**src/core/edge_sensor_params.svh**
```systemverilog
// Purpose: Constants for the edge sensor status and position formatter
// Assumes: 16-bit status word and 16-bit position words
// Notes:   Definitions only
`ifndef EDGE_SENSOR_PARAMS_SVH
`define EDGE_SENSOR_PARAMS_SVH

// ==========================================================
// Status word field positions
`define ST_NO_SENSOR     0
`define ST_LOW_CONTRAST  1
`define ST_NO_WEB        2
`define ST_WRONG_ORIENT  3
`define ST_RSVD_A        4
`define ST_FLUTTER       5
`define ST_RSVD_B        6
`define ST_TYPE          7
`define ST_LEFT          8
`define ST_RIGHT         9
`define ST_PIX_LSB       10
`define ST_PIX_MSB       13
`define ST_MODE_LSB      14
`define ST_MODE_MSB      15

// ==========================================================
// Reset values
`define STATUS_RST       16'h0000
`define POS_RST          16'h0000

// ==========================================================
// Pixel counts, first sensor type
`define PIX_A0           16'h0100
`define PIX_A1           16'h0300
`define PIX_A2           16'h06EE
`define PIX_A3           16'h0380
`define PIX_A5           16'h0700
`define PIX_A6           16'h06EC
`define PIX_A7           16'h0DD8
`define PIX_A8           16'h0DCA

// ==========================================================
// Pixel counts, second sensor type
`define PIX_B1           16'h02F8
`define PIX_B2           16'h02FC
`define PIX_B3           16'h0600
`define PIX_B4           16'h05F6
`define PIX_B5           16'h0BEC
`define PIX_B8           16'h0BE2
`define PIX_B12          16'h17BA
`define PIX_NONE         16'h0000

`endif

```
**src/core/edge_sensor_pkg.sv**
```systemverilog
// Purpose: Types for the edge sensor status and position formatter
// Assumes: Constants live in edge_sensor_params.svh
// Notes:   Types only
package edge_sensor_pkg;

  // Sensing mode field encoding
  typedef enum logic [1:0]
  {
    MODE_EDGE     = 2'b00,
    MODE_CONTRAST = 2'b10
  } sense_mode_t;

  typedef logic [15:0] word_t;

endpackage

```
**src/core/edge_sensor_status_position_out.sv**
```systemverilog
// Purpose: Build sensor fault/status word and edge/contrast position words
// Assumes: All inputs synchronous to clk_i; meas_valid_i marks a new measurement
// Notes:   Outputs refresh one cycle after meas_valid_i; the words hold otherwise and update_o drops
//
// What this block does
// - Bit 3 flags edge seen in wrong orientation
// - Bits 4 and 6 are reserved
// - Bit 5 flags flutter or out-of-plane movement
// - Bit 7 gives sensor type, selects pixel table
// - Bit 8 set for left placement
// - Bit 9 set for right placement
// - Both placement bits mean centre sensor
// - Bits 10-13 pixel code, first type table
// - Second type pixel code table
// - Bits 14-15 mode: 0 edge, 2 contrast
// - Edge mode puts left edge in left word
// - Left word zero under right orientation
// - Right word carries right edge or contrast
// - No contrast gives total pixel count
// - Positions grow from left to right
// - Open/covered window gives pixel count or zero
// - Low byte faults plus sensor type in bit 7, high byte status
// - Bits 0-2: no sensor, low contrast, no web
`timescale 1ns/1ps
`include "edge_sensor_params.svh"

module edge_sensor_status_position_out
(
  // Clock and reset
  input  wire logic        clk_i,
  input  wire logic        rst_n_i,
  // Measurement strobe
  input  wire logic        meas_valid_i,
  // Fault and event flags
  input  wire logic        no_sensor_i,
  input  wire logic        low_contrast_i,
  input  wire logic        no_web_i,
  input  wire logic        wrong_orient_i,
  input  wire logic        flutter_i,
  // Sensor configuration
  input  wire logic        type_second_i,
  input  wire logic        place_left_i,
  input  wire logic        place_right_i,
  input  wire logic [3:0]  pix_code_i,
  input  wire logic        mode_contrast_i,
  // Raw measurement, pixel index counted from the left
  input  wire logic [15:0] left_edge_raw_i,
  input  wire logic [15:0] right_edge_raw_i,
  input  wire logic [15:0] contrast_pos_i,
  input  wire logic        contrast_seen_i,
  input  wire logic        win_open_i,
  input  wire logic        win_covered_i,
  // Published words
  output logic      [15:0] status_word_o,
  output logic      [15:0] left_edge_o,
  output logic      [15:0] right_pos_o,
  output logic             update_o
);

  // ========================================================
  // Pixel count lookup
  function automatic logic [15:0] pix_count(input logic typ, input logic [3:0] code);
    logic [15:0] v;
    v = `PIX_NONE;
    if (!typ)
    begin
      case (code)
        4'h0:    v = `PIX_A0;
        4'h1:    v = `PIX_A1;
        4'h2:    v = `PIX_A2;
        4'h3:    v = `PIX_A3;
        4'h5:    v = `PIX_A5;
        4'h6:    v = `PIX_A6;
        4'h7:    v = `PIX_A7;
        4'h8:    v = `PIX_A8;
        default: v = `PIX_NONE;
      endcase
    end
    else
    begin
      case (code)
        4'h1:    v = `PIX_B1;
        4'h2:    v = `PIX_B2;
        4'h3:    v = `PIX_B3;
        4'h4:    v = `PIX_B4;
        4'h5:    v = `PIX_B5;
        4'h8:    v = `PIX_B8;
        4'hC:    v = `PIX_B12;
        default: v = `PIX_NONE;
      endcase
    end
    return v;
  endfunction

  // ========================================================
  // Decode
  edge_sensor_pkg::sense_mode_t mode_w;
  logic [15:0] pix_w;
  logic        right_only_w;
  logic        left_only_w;
  logic        centre_w;
  logic        edge_mode_w;

  assign mode_w       = mode_contrast_i ? edge_sensor_pkg::MODE_CONTRAST
                                        : edge_sensor_pkg::MODE_EDGE;
  assign pix_w        = pix_count(type_second_i, pix_code_i);
  assign right_only_w = place_right_i && !place_left_i;
  assign left_only_w  = place_left_i && !place_right_i;
  assign centre_w     = place_left_i && place_right_i;
  assign edge_mode_w  = (mode_w == edge_sensor_pkg::MODE_EDGE);

  // ========================================================
  // Status word: faults in bits 0-6, sensor type in bit 7, status in the high byte
  logic [15:0] status_next;

  assign status_next = {mode_w,
                        pix_code_i,
                        place_right_i,
                        place_left_i,
                        type_second_i,
                        1'b0,
                        flutter_i,
                        1'b0,
                        wrong_orient_i,
                        no_web_i,
                        low_contrast_i,
                        no_sensor_i};

  // ========================================================
  // Position words; raw indices already rise left to right
  logic [15:0] left_edge_next;
  logic [15:0] right_edge_w;
  logic [15:0] right_pos_next;

  // Contrast mode has no meaning for the left word, so it is parked at zero
  assign left_edge_next =
      (!edge_mode_w || right_only_w)     ? `POS_RST :
      (left_only_w && win_open_i)        ? pix_w :
      (left_only_w && win_covered_i)     ? `POS_RST :
                                           left_edge_raw_i;

  assign right_edge_w =
      (right_only_w && win_open_i)       ? `POS_RST :
      (right_only_w && win_covered_i)    ? pix_w :
                                           right_edge_raw_i;

  assign right_pos_next =
      edge_mode_w      ? right_edge_w :
      contrast_seen_i  ? contrast_pos_i :
                         pix_w;

  // ========================================================
  // Output registers; words change only on a new measurement
  logic [15:0] status_reg;
  logic [15:0] left_edge_reg;
  logic [15:0] right_pos_reg;
  logic        update_reg;

  always_ff @(posedge clk_i or negedge rst_n_i)
  begin
    if (!rst_n_i)
    begin
      status_reg    <= `STATUS_RST;
      left_edge_reg <= `POS_RST;
      right_pos_reg <= `POS_RST;
      update_reg    <= 1'b0;
    end
    else
    begin
      update_reg <= meas_valid_i;
      if (meas_valid_i)
      begin
        status_reg    <= status_next;
        left_edge_reg <= left_edge_next;
        right_pos_reg <= right_pos_next;
      end
    end
  end

  assign status_word_o = status_reg;
  assign left_edge_o   = left_edge_reg;
  assign right_pos_o   = right_pos_reg;
  assign update_o      = update_reg;
endmodule

```
**config.mk**
```make
export PLATFORM = sky130hd
export DESIGN_NAME = edge_sensor_status_position_out
export DESIGN_NICKNAME = d
export VERILOG_FILES = /design/src/core/edge_sensor_pkg.sv /design/src/core/edge_sensor_status_position_out.sv
export VERILOG_INCLUDE_DIRS = /design/src /design/src/core
export SDC_FILE = /design/constraint.sdc
export NUM_CORES = 1
export LEC_CHECK = 0
export BUFFER_PORTS_ARGS = -buffer_cell sky130_fd_sc_hd__buf_2
export CAP_MARGIN = 40
export CORE_MARGIN = 1
export CORE_UTILIZATION = 50
export CTS_BUF_LIST = sky130_fd_sc_hd__clkbuf_8
export CTS_CLUSTER_SIZE = 16
export DETAILED_ROUTE_END_ITERATION = 10
export PLACE_DENSITY = 0.92
export REMOVE_ABC_BUFFERS = 1
export SLEW_MARGIN = 15
export SYNTH_ARGS = -nofsm -noshare
export SYNTH_HDL_FRONTEND = slang
export SYNTH_SLANG_ARGS = --single-unit
```
**constraint.sdc**
```tcl
create_clock -name clk_i -period 1.73 [get_ports clk_i]
set_input_delay 0.4325 -clock clk_i [delete_from_list [all_inputs] [get_ports clk_i]]
set_output_delay 0.4325 -clock clk_i [all_outputs]
set_load 0.03 [all_outputs]
```
* Yosys cells after proc, flatten, opt, wreduce, memory -nomap -nowiden *
Memories as Yosys holds them, arrays and structs flattened.
Cells that the tools add are included.

word-level totals
  register bits = 47
  latch bits = 0
  bits in writable memories = 0
  memory bits (read-only) = 176
  input port bits = 67
  output and inout bits = 49
  word-level logic and storage cells = 33
  memories kept = 1

memory list
  name             depth  width  rd ports  clocked after Yosys merged registers in  wr ports  line                                   source
  (no name shown)  16     11     1         0                                        0         edge_sensor_status_position_out.sv:67  case (code)

cells by class
  add/subtract/negate cells = 0
  multipliers = 0
  divide/modulo/power cells = 0
  magnitude comparators = 0
  eq/ne operators = 7
  shift-type cells = 0
  muxes and demuxes = 10
  bitwise operators = 0
  reduce and logical (&&, ||, !) cells = 11

operators with widths
  operator              count
  $mux W16              8
  $pmux W13 S7          1
  $eq A4 B2 Y1 const B  2
  $eq A4 B3 Y1 const B  2
  $eq A4 B4 Y1 const B  2
  $logic_and A1 B1 Y1   6
  $eq A4 B1 Y1 const B  1
  $logic_not A1 Y1      3
  $logic_not A2 Y1      1
  $mux W2               1
  $logic_or A1 B1 Y1    1

* Depth between registers and ports, before layout *
  depth after elaboration = 6
  gate-level depth with buffers = 8
  gate-level depth less buffers = 7

* Least setup slack after synthesis *
OpenSTA, ideal clock, no wires.

  path type = in2reg
  start point = in pix_code_i[1]
  end point = reg left_edge_reg[7], in the netlist left_edge_o[7]
  library setup time = 126 ps
  arrival = 1859 ps
  path slack = -255 ps
  stages = 7
  buffers on the path = 1
  cells stage by stage = inv_1 -> ha_1 -> buf_6 -> or4_4 -> a21boi_1 -> a21o_1 -> a221o_1

between the ends
  longest elaborated chain between the ends = 5

ends and longest elaborated chain
  what                                  line                                    source
  start: declaration                    edge_sensor_status_position_out.sv:44   input wire logic [3:0] pix_code_i,
  $eq A4 B4 Y1 (tied with other cells)  edge_sensor_status_position_out.sv:81   case (code)
  $pmux W13 S7                          edge_sensor_status_position_out.sv:81
  $mux W16 (*)                          edge_sensor_status_position_out.sv:65   if (!typ)
  $mux W16 (*)                          edge_sensor_status_position_out.sv:138  (left_only_w && win_open_i) ? pix_w :
  $mux W16 (*)                          edge_sensor_status_position_out.sv:137  (!edge_mode_w || right_only_w) ? `POS_RST :
  end signal: assignment                edge_sensor_status_position_out.sv:164  left_edge_reg <= `POS_RST;
  end signal: assignment                edge_sensor_status_position_out.sv:174  left_edge_reg <= left_edge_next;
  end: declaration                      edge_sensor_status_position_out.sv:155  logic [15:0] left_edge_reg;

Mark *: on every way between the ends. The rest lies on a longest branch, timed or not.
A chain may end at the register's enable or synchronous reset.

* Final worst setup path *
  start point = in pix_code_i[0]
  end point = reg left_edge_reg[7], in the netlist left_edge_o[7]

The elaborated chain is that of the path after synthesis.

==> flow_summary.json <==
{
  "status": "finished clean",
  "cts_buffer_depth": 2,
  "post_cts_buffers": 0,
  "clk_pin_slew_ns": 0.09,
  "cp-start-kind": "primary input",
  "yosys.cell_count.top_type": "dfrtp_1",
  "reg2reg_to": "left_edge_o[7]",
  "drt_iter0_drc": 115,
  "final_area_um2": 3670,
  "grt_usage": 0.264,
  "grt_start_max_net_pins": 33,
  "finalPower_mw": 2.77,
  "die_h_um": 75.6,
  "avgSynthCellArea_um2": 9.33,
  "yosysWarnings": 0,
  "clock_latency_ns": 0.30,
  "critPathKind": "in -> reg",
  "r2r_cells": 2,
  "p_leak_nw": 1.82,
  "drv_cap": 0,
  "period_needed_ns": 1.69,
  "core.rowCount": 26,
  "cts.sinks": 46,
  "ys_top_cells_by_area": "dfrtp_1 (43%), mux2_2 (5.0%), nand2_1 (4.6%), o21ai_0 (3.7%), nor2_1 (3.1%)",
  "die_w_um": 75.6,
  "grt_pass1_wl_um": 11200,
  "synth_cell_types": 56,
  "wl_per_cell_um": 14.9,
  "layout.nets": 498,
  "tritoncts": "built",
  "synth_common_cells": "dfrtp_1 (46), nand2_1 (33), nor2_1 (22)",
  "nFillCells": 403,
  "ir_drop_mv": 0.701,
  "wl_um": 7420,
  "synth-edff-count": 0,
  "io_pins": 116,
  "start_util": 0.523,
  "period_share": 0.977,
  "overflow": 0,
  "firstDrtPassIters": 4,
  "antenna_found_initial": 0,
  "ys_ff_latch": 46,
  "synth-main-ff-cell": "dfrtp_1",
  "setup_viol": 0,
  "drc_errors": 0,
  "die_area_um2": 5710,
  "cts_root_buf": "clkbuf_8",
  "async_reset_ff_frac": 1.00,
  "hold_ws_ns": 0.0775,
  "rr_startpoint": "left_edge_o[7]",
  "hold_viol_final": 0,
  "critical_path_required_ns": 1.93,
  "port_buffers": 112,
  "ant_nets": 0,
  "seq_area_frac_synth": 0.425,
  "worst_path_max_delay_cell": "or4_4",
  "area_growth_pct": 35.7,
  "drive_gt1_frac": 0.443,
  "rsz0062_at_grt": "false",
  "place.gp.congestion": 0.874,
  "vias": 2696,
  "dpl.hpwl_um": 5650,
  "h-tree-depth": 2,
  "post-place-ws_ns": -0.336,
  "max_stage_delay_ns": 0.54,
  "synth_top_area_frac": 0.425,
  "antennaDiodeCount": 0,
  "crit_fanout": 3,
  "maxSlewHeadroom": 0.645,
  "p_per_area_nw_per_um2": 754,
  "slew_violations": 0,
  "core_area_um2": 5170,
  "fin_ws_ns": 0.0391,
  "end_kind": "flop",
  "cts_buffers": 5,
  "yosys.area.top_type": "dfrtp_1",
  "arrival_ns": 1.89,
  "min_path_type": "in -> async",
  "crit_chain": "buf_2, ha_4, or4_4, a21boi_2, a21o_1, a221o_1",
  "placed_cell_area_um2": 3520,
  "syn_inst": 290,
  "multiInputGateArea_um2": 1410,
  "timing.fmax_ghz": 0.591,
  "syn_area_um2": 2710,
  "skew_ns": 0,
  "utilization": 0.710,
  "ff2ff_setup_slack_ns": 0.79,
  "worst_pin_slew_ns": 0.527,
  "regArea_um2": 1150,
  "grt_pass1_vias": 2457,
  "viasPerCell": 5.42
}
==> area by class of cell <==
cell class | instances | share of cell area
clock buffer | 5 | 0.0187
multi-input combinational | 207 | 0.384
inverter | 16 | 0.0170
tap | 70 | 0.0238
clock inverter | 3 | 0.00477
timing repair buffer | 150 | 0.239
sequential | 46 | 0.313
==> where the power goes <==
part           total (mW)  internal [mW]  switching [mW]
Clock               0.660          0.280           0.380
Sequential           1.23           1.18          0.0481
Combinational       0.883          0.343           0.540
==> sequential cells by signal (all words and copies together) (netlist names) <==
register,count
left_edge_o,16
update_o,1
status_word_o,13
right_pos_o,16
==> cells in the final DEF, fill, tap and decap left out, types with 8 or more instances in the layout <==
master	n
nor2b_1	9
a221o_1	8
buf_2	111
buf_4	36
nand2_1	33
mux2_2	12
o21ai_0	19
nor2_1	22
dfrtp_1	46
inv_1	16
a21oi_1	13
==> cell families (layout without fill, tap and decap cells) <==
group           count (synthesis)  in the layout  synth area share
compound gates                 89             89             0.230
fa+ha+maj                       5              5            0.0231
buf+inv                        39            174            0.0791
flops                          46             46             0.425
mux                            17             17            0.0684
other cells                     1              3           0.00139
simple gates                   93             93             0.172
==> layer usage <==
| layer | vias up | global-route usage | part of all wire |
|---|---|---|---|
| met1 | 1272 | 0.323 | 0.44 |
| met4 | 0 | 0.0947 | 0.022 |
| met2 | 99 | 0.454 | 0.47 |
| met5 | - | 0 | 0 |
| met3 | 18 | 0.0661 | 0.066 |
| li1 | 1307 | - | - |
==> worst max-delay path by stage <==
stage / endpoint / from / cells after the start
2_1_floorplan: left_edge_o[7] / pix_code_i[1] / 6
3_3_place_gp: left_edge_o[7] / pix_code_i[1] / 7
3_5_place_dp: left_edge_o[7] / pix_code_i[1] / 7
4_1_cts: left_edge_o[7] / pix_code_i[1] / 7
5_1_grt: left_edge_o[7] / pix_code_i[0] / 7
6_report: left_edge_o[7] / pix_code_i[0] / 6
==> stage by stage <==
stage | setup TNS, ns | cells
global placement | -4.10 | 489
global route | 0 | 497
CTS | 0 | 497
floorplan | -0.891 | 269
detailed placement | -4.77 | 489
finish | 0 | 497
==> worst max-delay path, delay by kind of cell <==
kind,cells,cell delay [ns]
AOI/OAI and AO/OA,3,0.64
and+or+nand+nor,1,0.54
adders and majority gates,1,0.16
buffers and inverters,1,0.13
==> what timing repair did <==
| action | in CTS | in global routing |
|---|---|---|
| setup endpoints to repair | 1 | 11 |
| hold buffers | 0 | 0 |
| pin swaps | 0 | 5 |
| resized for setup | 2 | 14 |
Note: power is estimated with default switching activity, not from simulation.
